## src/design/fspg_pkg.sv

```systemverilog
// Constants and carrier types for the flash self-program guard.
// How it works
// Programming starts only from boot section code.
// Boot code may target any flash page.
// Fixed region boundary, independent of boot size.
// CPU runs while concurrent region programs.
// CPU halts while halting region programs.
// Target address region decides the halt.
// Software never reads concurrent region while busy.
// Boot section lies inside halting region.
// Busy flag high while concurrent region blocked.
// Software clears busy before reading concurrent region.
// Two independent lock pairs: application and boot.
// Lock bits only program; chip erase restores.
// General lock modes do not restrict self-programming.
// Bit one is unprogrammed; both ones free.
// App pair modes 2,3 refuse application stores.
// App pair modes 3,4 refuse boot loads.
// App pair modes 3,4 suppress interrupts in application.
// Boot pair modes 2,3 refuse boot stores.
// Boot pair modes 3,4 refuse application loads.
// Boot pair modes 3,4 suppress interrupts in boot.
// Busy sets on start; reenable or page load clears.
// Boundary and boot size are parameters.
// Refused requests drop silently.
package fspg_pkg;

    localparam int ADDR_W = 14;

    // Word address of the first halting-region word; the split is fixed.
    localparam logic [ADDR_W-1:0] HALT_START_DEF = 14'h3000;
    // Word address of the first boot-section word, chosen by the size fuses.
    localparam logic [ADDR_W-1:0] BOOT_START_DEF = 14'h3800;

    localparam logic UNPROG = 1'b1;
    localparam logic PROG   = 1'b0;

    // Store operation kinds requested by the core.
    typedef enum logic [1:0] {
        FSPG_OP_LOAD     = 2'b00,
        FSPG_OP_ERASE    = 2'b01,
        FSPG_OP_WRITE    = 2'b10,
        FSPG_OP_REENABLE = 2'b11
    } fspg_op_t;

    // One lock pair: high then low bit.
    typedef struct packed {
        logic high;
        logic low;
    } fspg_pair_t;

    // Store request from the core.
    typedef struct packed {
        logic              valid;
        fspg_op_t          op;
        logic [ADDR_W-1:0] pc;
        logic [ADDR_W-1:0] target;
    } fspg_store_req_t;

    // Load request from the core.
    typedef struct packed {
        logic              valid;
        logic [ADDR_W-1:0] pc;
        logic [ADDR_W-1:0] target;
    } fspg_load_req_t;

    typedef enum logic [1:0] {
        FSPG_IDLE   = 2'b00,
        FSPG_CONC   = 2'b01,
        FSPG_HALT   = 2'b10
    } fspg_state_t;

endpackage

```

## src/design/fspg_guard.sv

```systemverilog
// Self-programming access guard: lock checks, region halt and busy flag.
`timescale 1ns/10ps
module fspg_guard #(
    parameter logic [fspg_pkg::ADDR_W-1:0] HALT_START = fspg_pkg::HALT_START_DEF,
    parameter logic [fspg_pkg::ADDR_W-1:0] BOOT_START = fspg_pkg::BOOT_START_DEF
) (
    // Clock and reset
    input  wire logic                      clk_i,
    input  wire logic                      rst_i,
    // Core requests
    input  wire fspg_pkg::fspg_store_req_t store_i,
    input  wire fspg_pkg::fspg_load_req_t  load_i,
    input  wire logic                      vectors_in_boot_i,
    // Lock programming
    input  wire logic                      app_lock_set_i,
    input  wire fspg_pkg::fspg_pair_t      app_lock_val_i,
    input  wire logic                      boot_lock_set_i,
    input  wire fspg_pkg::fspg_pair_t      boot_lock_val_i,
    input  wire logic                      chip_erase_i,
    // Flash array side
    input  wire logic                      flash_done_i,
    output logic                           flash_start_o,
    output fspg_pkg::fspg_op_t             flash_op_o,
    output logic [fspg_pkg::ADDR_W-1:0]    flash_addr_o,
    output logic                           load_grant_o,
    // Status to the core
    output logic                           program_store_enable_o,
    output logic                           concurrent_region_busy_o,
    output logic                           cpu_halt_o,
    output logic                           irq_suppress_o,
    output fspg_pkg::fspg_pair_t           app_lock_pair_o,
    output fspg_pkg::fspg_pair_t           boot_lock_pair_o
);
    import fspg_pkg::*;

    fspg_state_t state;
    fspg_state_t next_state;
    logic        app_no_store;
    logic        app_no_cross;
    logic        boot_no_store;
    logic        boot_no_cross;
    logic        store_ok;
    logic        prog_start;
    logic        tgt_conc;

    function automatic logic in_boot(input logic [ADDR_W-1:0] a);
        in_boot = (a >= BOOT_START);
    endfunction

    function automatic logic in_conc(input logic [ADDR_W-1:0] a);
        in_conc = (a < HALT_START);
    endfunction

    // Two independent pairs, set by software or a programmer, erased only together.
    fspg_lock_pair u_app_lock (
        .clk_i        (clk_i),
        .rst_i        (rst_i),
        .set_i        (app_lock_set_i),
        .set_val_i    (app_lock_val_i),
        .chip_erase_i (chip_erase_i),
        .pair_o       (app_lock_pair_o),
        .no_store_o   (app_no_store),
        .no_cross_o   (app_no_cross)
    );

    fspg_lock_pair u_boot_lock (
        .clk_i        (clk_i),
        .rst_i        (rst_i),
        .set_i        (boot_lock_set_i),
        .set_val_i    (boot_lock_val_i),
        .chip_erase_i (chip_erase_i),
        .pair_o       (boot_lock_pair_o),
        .no_store_o   (boot_no_store),
        .no_cross_o   (boot_no_cross)
    );

    // A boot start below the boundary would break the halt guarantee.
    initial begin
        if (BOOT_START < HALT_START) begin
            $error("boot section must lie within the halting region");
        end
    end

    // Only boot code may store, to any page, and general lock modes are not consulted.
    always_comb begin
        store_ok = store_i.valid && in_boot(store_i.pc) && (state == FSPG_IDLE);
        if (in_boot(store_i.target)) begin
            store_ok = store_ok && !boot_no_store;
        end else begin
            store_ok = store_ok && !app_no_store;
        end
    end

    assign tgt_conc   = in_conc(store_i.target);
    assign prog_start = store_ok &&
                        (store_i.op == FSPG_OP_ERASE || store_i.op == FSPG_OP_WRITE);

    // The target region, not the fetch region, decides whether the core halts.
    always_comb begin
        next_state = state;
        unique case (state)
            FSPG_IDLE: begin
                if (prog_start) begin
                    next_state = tgt_conc ? FSPG_CONC : FSPG_HALT;
                end
            end
            FSPG_CONC, FSPG_HALT: begin
                if (flash_done_i) begin
                    next_state = FSPG_IDLE;
                end
            end
            default: next_state = FSPG_IDLE;
        endcase
    end

    always_ff @(posedge clk_i) begin
        if (rst_i) begin
            state <= FSPG_IDLE;
        end else begin
            state <= next_state;
        end
    end

    // Refused stores never reach the flash and leave no trace.
    always_ff @(posedge clk_i) begin
        if (rst_i) begin
            flash_start_o <= 1'b0;
            flash_op_o    <= FSPG_OP_LOAD;
            flash_addr_o  <= '0;
        end else begin
            flash_start_o <= store_ok && (store_i.op != FSPG_OP_REENABLE);
            if (store_ok) begin
                flash_op_o   <= store_i.op;
                flash_addr_o <= store_i.target;
            end
        end
    end

    // Start wins over a clear in the same cycle so a new blocking is never lost.
    always_ff @(posedge clk_i) begin
        if (rst_i) begin
            concurrent_region_busy_o <= 1'b0;
        end else if (prog_start && tgt_conc) begin
            concurrent_region_busy_o <= 1'b1;
        end else if (store_ok &&
                     (store_i.op == FSPG_OP_REENABLE || store_i.op == FSPG_OP_LOAD)) begin
            concurrent_region_busy_o <= 1'b0;
        end
    end

    assign program_store_enable_o = (state != FSPG_IDLE);
    assign cpu_halt_o = (state == FSPG_HALT);

    // Loads into a blocked region are refused too; software should never try.
    always_comb begin
        load_grant_o = load_i.valid && !cpu_halt_o;
        if (concurrent_region_busy_o && in_conc(load_i.target)) begin
            load_grant_o = 1'b0;
        end
        if (in_boot(load_i.pc) && !in_boot(load_i.target) && app_no_cross) begin
            load_grant_o = 1'b0;
        end
        if (!in_boot(load_i.pc) && in_boot(load_i.target) && boot_no_cross) begin
            load_grant_o = 1'b0;
        end
    end

    // The fetch address is the store port's program counter.
    always_comb begin
        irq_suppress_o = 1'b0;
        if (vectors_in_boot_i && app_no_cross && !in_boot(store_i.pc)) begin
            irq_suppress_o = 1'b1;
        end
        if (!vectors_in_boot_i && boot_no_cross && in_boot(store_i.pc)) begin
            irq_suppress_o = 1'b1;
        end
    end
endmodule

```

## src/design/fspg_lock_pair.sv

```systemverilog
// One lock pair register that set only moves toward programmed; reset and chip erase restore it.
`timescale 1ns/10ps
module fspg_lock_pair (
    // Clock and reset
    input  wire logic              clk_i,
    input  wire logic              rst_i,
    // Programming requests
    input  wire logic              set_i,
    input  wire fspg_pkg::fspg_pair_t set_val_i,
    input  wire logic              chip_erase_i,
    // Current pair and decoded modes
    output fspg_pkg::fspg_pair_t   pair_o,
    output logic                   no_store_o,
    output logic                   no_cross_o
);
    import fspg_pkg::*;

    // Reset shows the erased state; real silicon would hold it in nonvolatile cells.
    always_ff @(posedge clk_i) begin
        if (rst_i || chip_erase_i) begin
            pair_o <= '{high: UNPROG, low: UNPROG};
        end else if (set_i) begin
            pair_o <= pair_o & set_val_i;
        end
    end

    // Modes 2 and 3 share a programmed low bit, modes 3 and 4 a programmed high bit.
    assign no_store_o = (pair_o.low == PROG);
    assign no_cross_o = (pair_o.high == PROG);
endmodule

```

## config.mk

```make
export PLATFORM = sky130hd
export DESIGN_NAME = fspg_guard
export DESIGN_NICKNAME = d
export VERILOG_FILES = /design/src/design/fspg_pkg.sv /design/src/design/fspg_guard.sv /design/src/design/fspg_lock_pair.sv
export SDC_FILE = /design/constraint.sdc
export NUM_CORES = 1
export LEC_CHECK = 0
export ABC_AREA = 1
export BUFFER_PORTS_ARGS = -buffer_cell sky130_fd_sc_hd__buf_2
export CELL_PAD_IN_SITES_DETAIL_PLACEMENT = 1
export CELL_PAD_IN_SITES_GLOBAL_PLACEMENT = 2
export CORE_UTILIZATION = 18
export CTS_BUF_LIST = sky130_fd_sc_hd__clkbuf_16
export CTS_CLUSTER_SIZE = 28
export DETAILED_ROUTE_END_ITERATION = 7
export GPL_TIMING_DRIVEN = 1
export PLACE_DENSITY = 0.85
export SLEW_MARGIN = 20
export SYNTH_ARGS = -nofsm -noshare
export SYNTH_HDL_FRONTEND = slang
export SYNTH_SLANG_ARGS = --single-unit
```

## constraint.sdc

```tcl
create_clock -name clk_i -period 2.3 [get_ports clk_i]
set_input_delay 0.115 -clock clk_i [delete_from_list [all_inputs] [get_ports clk_i]]
set_output_delay 0.115 -clock clk_i [all_outputs]
set_load 0.005 [all_outputs]
```

# After elaboration in Yosys (flattened, before gate mapping)
# Index checks and enable logic that the tools add are counted.
word_totals:
  reg_bits: 24
  in_bits: 71
op_classes:
  magnitude_cmp: 6
  n_eq_ne: 8
  n_mux: 12
  bitwise_logic: 4
  reduce_logical: 32
op_table:
  columns: ["cell", "n"]
  rows:
  - [">= comparator 14 bit (second input constant)", 4]
  - ["less-than comparator 14 bit (second input constant)", 2]
  - ["logical AND 1 bit", 18]
  - ["2-to-1 mux 1 bit", 8]
  - ["== test 2 bit (second input constant)", 3]
  - ["2-to-1 mux 2 bit", 3]
  - ["inequality test 2 bit (second input constant)", 3]
  - ["logical NOT 1 bit", 5]
  - ["AND 2 bit", 2]
  - ["== test 2 x 1 -> 1 bit (second input constant)", 2]
  - ["logical NOT 2 bit", 2]
  - ["case mux 2 bit (2 select lines)", 1]
  - ["nonzero test 2 bit", 2]
  - ["logical OR 1 bit", 3]
  - ["NOT 1 bit", 2]
  - ["AND reduction 2 bit", 1]
  - ["OR reduction 2 bit", 1]

# Longest topological paths before layout
logic_depth:
  word_depth: 8
  depth_mapped: 9
  depth_no_buf: 9

# Cells and area by module
# A second synthesis with hierarchy kept.
hier_totals:
  hier_cells: 145
  hier_area_um2: 1162.4
modules_own_cells:
  columns: ["mod", "n_inst", "cells_each", "area_per_inst_um2", "seq_area_each_um2"]
  rows:
  - ["fspg_guard", 1, 119, 994.7, 400.4]
  - ["fspg_lock_pair", 2, 13, 83.8, 40.0]

# Worst setup path before layout
# OpenSTA, ideal clock, no wires.
synth_path:
  path_kind: "reg2reg"
  start: "register state[0]"
  end: "register flash_addr_o[12] (netlist name)"
  arrival_ns: 1.206
  required_time_ns: 2.184
  path_slack_ns: 0.978
  stages_incl_launch_ff: 9
  path_buffers: 1
  period_less_slack_ns: 1.322
  cell_sequence: "dfxtp_1 > inv_1 > ha_1 > nand2_2 > nor2_4 > nand2_4 > buf_4 > o21ai_0 > nor2_1"
synth_between:
  elab_chain_cells: 4
  word_cells_on_any_way: 5
  cone_classes: "mux: 1; reduce/logical: 4"
synth_lines:
  columns: ["item", "line", "rtl"]
  rows:
  - ["start: declaration", "fspg_guard.sv:36", "fspg_state_t state;"]
  - ["start signal: assignment", "fspg_guard.sv:120", "state <= next_state;"]
  - ["logical NOT 2 bit (*)", "fspg_guard.sv:86", "store_ok = store_i.valid && in_boot(store_i.pc) && (state == FSPG_IDLE);"]
  - ["logical AND 1 bit (*)", "fspg_guard.sv:86", null]
  - ["logical AND 1 bit (on tied branches)", "fspg_guard.sv:90, fspg_guard.sv:88", null]
  - ["2-to-1 mux 1 bit (*)", "fspg_guard.sv:87", "if (in_boot(store_i.target)) begin"]
  - ["end signal: assignment", "fspg_guard.sv:134", "flash_addr_o <= store_i.target;"]
  - ["end: declaration", "fspg_guard.sv:24", "output logic [fspg_pkg::ADDR_W-1:0] flash_addr_o,"]
# Every way passes the cells marked *; elsewhere a longest branch is shown, timed or not.
# A chain may end at the register's enable or synchronous reset.

# Worst setup path in the final report
layout_path:
  start: "register state[0]"
  end: "register concurrent_region_busy_o"
layout_between:
  elab_chain_cells: 7
  word_cells_on_any_way: 10
  cone_classes: "mux: 2; reduce/logical: 8"
layout_lines:
  columns: ["item", "line", "rtl"]
  rows:
  - ["logical NOT 2 bit (*)", "fspg_guard.sv:86", null]
  - ["logical AND 1 bit (*)", "fspg_guard.sv:86", null]
  - ["logical AND 1 bit (on tied branches)", "fspg_guard.sv:90, fspg_guard.sv:88", null]
  - ["2-to-1 mux 1 bit (*)", "fspg_guard.sv:87", null]
  - ["logical AND 1 bit", "fspg_guard.sv:95", "assign prog_start = store_ok &&"]
  - ["logical AND 1 bit", "fspg_guard.sv:143", "end else if (prog_start && tgt_conc) begin"]
  - ["2-to-1 mux 1 bit or nonzero test 2 bit (tied branches)", null, null]
  - ["end signal: assignment", "fspg_guard.sv:142", "concurrent_region_busy_o <= 1'b0;"]
  - ["end signal: assignment", "fspg_guard.sv:144", "concurrent_region_busy_o <= 1'b1;"]
  - ["end signal: assignment", "fspg_guard.sv:147", "concurrent_region_busy_o <= 1'b0;"]
  - ["end: declaration", "fspg_guard.sv:28", "output logic concurrent_region_busy_o,"]
# Marked as above.

==> run summary <==
outcome: finished, final reports clean
worst-path cell chain: inv_1 > ha_1 > nand2_2 > nor2_4 > nand2_4 > inv_4 > nand3_1 > a21oi_1
Post-synth EDFFs: 0
startpoint types: register
top_reg_cell synth: dfxtp_1
crit path time final: 1610 ps
Root Driver: clkbuf_16
R2R cell count: 8
DRC viols: 0
Top Family by Delay on Critical Path: simple AND/OR/NAND/NOR gates
Worst R2R Setup Slack: 690 ps
Core Area: 0.00547 mm2
Crit path largest cell delay: 310 ps
fin nets: 271
hold_buf cts: 0
Hold Fails Final Rpt: 0
maxcap violations: 0
num rows: 27
Final Instance Area: 0.00150 mm2
initial antenna violation count: 0
largest net degree at the start of global routing: 20
clk buf depth: 2
synthesized area: 0.00102 mm2
I/O pin count: 97
top post-synthesis cells by area: dfxtp_1 47%, nor2_1 12%, o21ai_0 7.9%
drt first pass iters: 4
count leader, synth: nor2_1
clock slew at reported path FFs: 70 ps
max_slew headroom: 64.8%
utilization after layout: 27.4%
highest clock rate: 622 MHz
worst r2r src: state[0]
Synth Register Bits: 24
clock sinks: 24
most area-hungry cell type in the Yosys netlist: dfxtp_1
initial core utilization: 18.6%
die area: 0.00596 mm2
CTS Buf Count: 3
Worst Hold Endpoint: u_app_lock.pair_o[1]
gpl congestion: 0.699
Cell variety after synth: 21
Mapped Nets: 206
# fillers: 717
hold depth: 3
share of cells above drive strength 1: 38.3%
Clk Latency, worst-skew pair: 260 ps
Yosys top cell area share: 47.2%
worst hold start: app_lock_val_i[1]
antenna viol nets, final: 0
CP endpoint kind: register
Worst IR Drop VDD: 527 uV
worst-margin pin slew: 527 ps
Final period util: 69.9%
setup TNS: 0 ps
postcts setup bufs: 0
clk_skew: 2.45 ps
total grt overflow: 0
crit path from: state[0]
Req. time, crit path: 2490 ps
pre-CTS WS: 677 ps
PwrDens: 851 mW/mm2
Buf/Inv on CP: 2
PnR worst setup slack: 692 ps
DR vias/cell: 4.09
total chip power: 1.27 mW
fin cells: 268
post-synthesis sequential area ratio: 47.2%
ANT cells: 0
CTS tree: built
final setup fails: 0
CP arrival: 1800 ps
cell count after placement: 264
reg2reg end: concurrent_region_busy_o
post-synthesis cell count: 132
Stages on worst setup path: 8
vias in the first global route: 1001
hold crit path type: in2reg
H-tree Lvls: 1
initial DRC count: 16
synthesis-to-finish area growth: 47.1%
Post-Route WL: 2990 um
PostCTS Resize Cnt: 0
Port Buffers: 63
Min Hold Slack: 73.8 ps
Synth Area per Inst: 7.72 um2
Vias: 1096
Final Max Tran Viols: 0
CP max FO: 19
post-DR wirelength/cell: 11.2 um
slowest CP cell: dfxtp_1
critical path type: reg2reg
fraction of registers with async set/reset: 0%
Synthesis Warnings: 0
total track usage: 9.79%
Die Span Y: 77.2 um
first-pass GRT wire length: 4600 um
post-DP HPWL: 2240 um
DIE WIDTH: 77.2 um
unrepaired setup endpoints after global routing: no
top post-synthesis cells by count: 33 x nor2_1, 24 x dfxtp_1, 16 x o21ai_0
post-place instance area: 0.00139 mm2
Leak: 0.728 nW
==> report_power, final <==
part / switching [mW] / internal (mW) / total (mW)
Clock: 0.159 / 0.346 / 0.505
Sequential: 0.0194 / 0.450 / 0.470
Combinational: 0.169 / 0.130 / 0.299
==> tightest hold or removal path: stages <==
cell and delay (ps):
buf_2 70, o21ai_0 70, nand2_1 50
==> area by class of cell <==
class                           instances  area (um2)  area share [%]
Sequential cell                        24         480            32.1
Multi-Input combinational cell         96         470            31.4
Timing Repair Buffer                   63         315            21.1
Tap cell                               72        90.1            6.02
Clock buffer                            3        75.1            5.01
Inverter                                9        36.3            2.42
Clock inverter                          1        30.0            2.01
==> cell families (layout without fill, tap and decap cells) <==
kind of cell	Yosys count	in the layout	share of synthesized area, %
buffers and inverters	12	76	6.63
DFF	24	24	47.2
AOI/OAI and AO/OA	28	28	14.3
adders and majority gates	3	3	3.69
and+or+nand+nor	65	65	28.3
==> registers in the layout, summed over array words and instances (netlist names) <==
signal                    flops
state                         2
flash_op_o                    2
u_app_lock.pair_o             2
u_boot_lock.pair_o            2
concurrent_region_busy_o      1
flash_start_o                 1
flash_addr_o                 14
==> worst max-delay path by stage <==
stage / endpoint
6_report: concurrent_region_busy_o
5_1_grt: concurrent_region_busy_o
4_1_cts: concurrent_region_busy_o
3_5_place_dp: concurrent_region_busy_o
3_3_place_gp: concurrent_region_busy_o
2_1_floorplan: flash_addr_o[12]
==> metal layers <==
metal	share of wire (%)	vias up	track usage (%)
met5	0	-	0
met1	46	497	11.5
met3	5.9	0	2.98
li1	-	558	-
met2	48	41	17.8
met4	0	0	1.13
==> placed cells by master (no fill, tap or decap), drive strengths merged <==
| cell type | count |
|---|---|
| a21oi | 5 |
| buf | 63 |
| bufinv | 1 |
| clkbuf | 3 |
| dfxtp | 24 |
| ha | 3 |
| inv | 9 |
| nand2 | 16 |
| nand3 | 10 |
| nand4 | 1 |
| nor2 | 37 |
| nor3 | 1 |
| o211ai | 1 |
| o21ai | 21 |
| o31ai | 1 |
(Power assumes the default switching activity.)
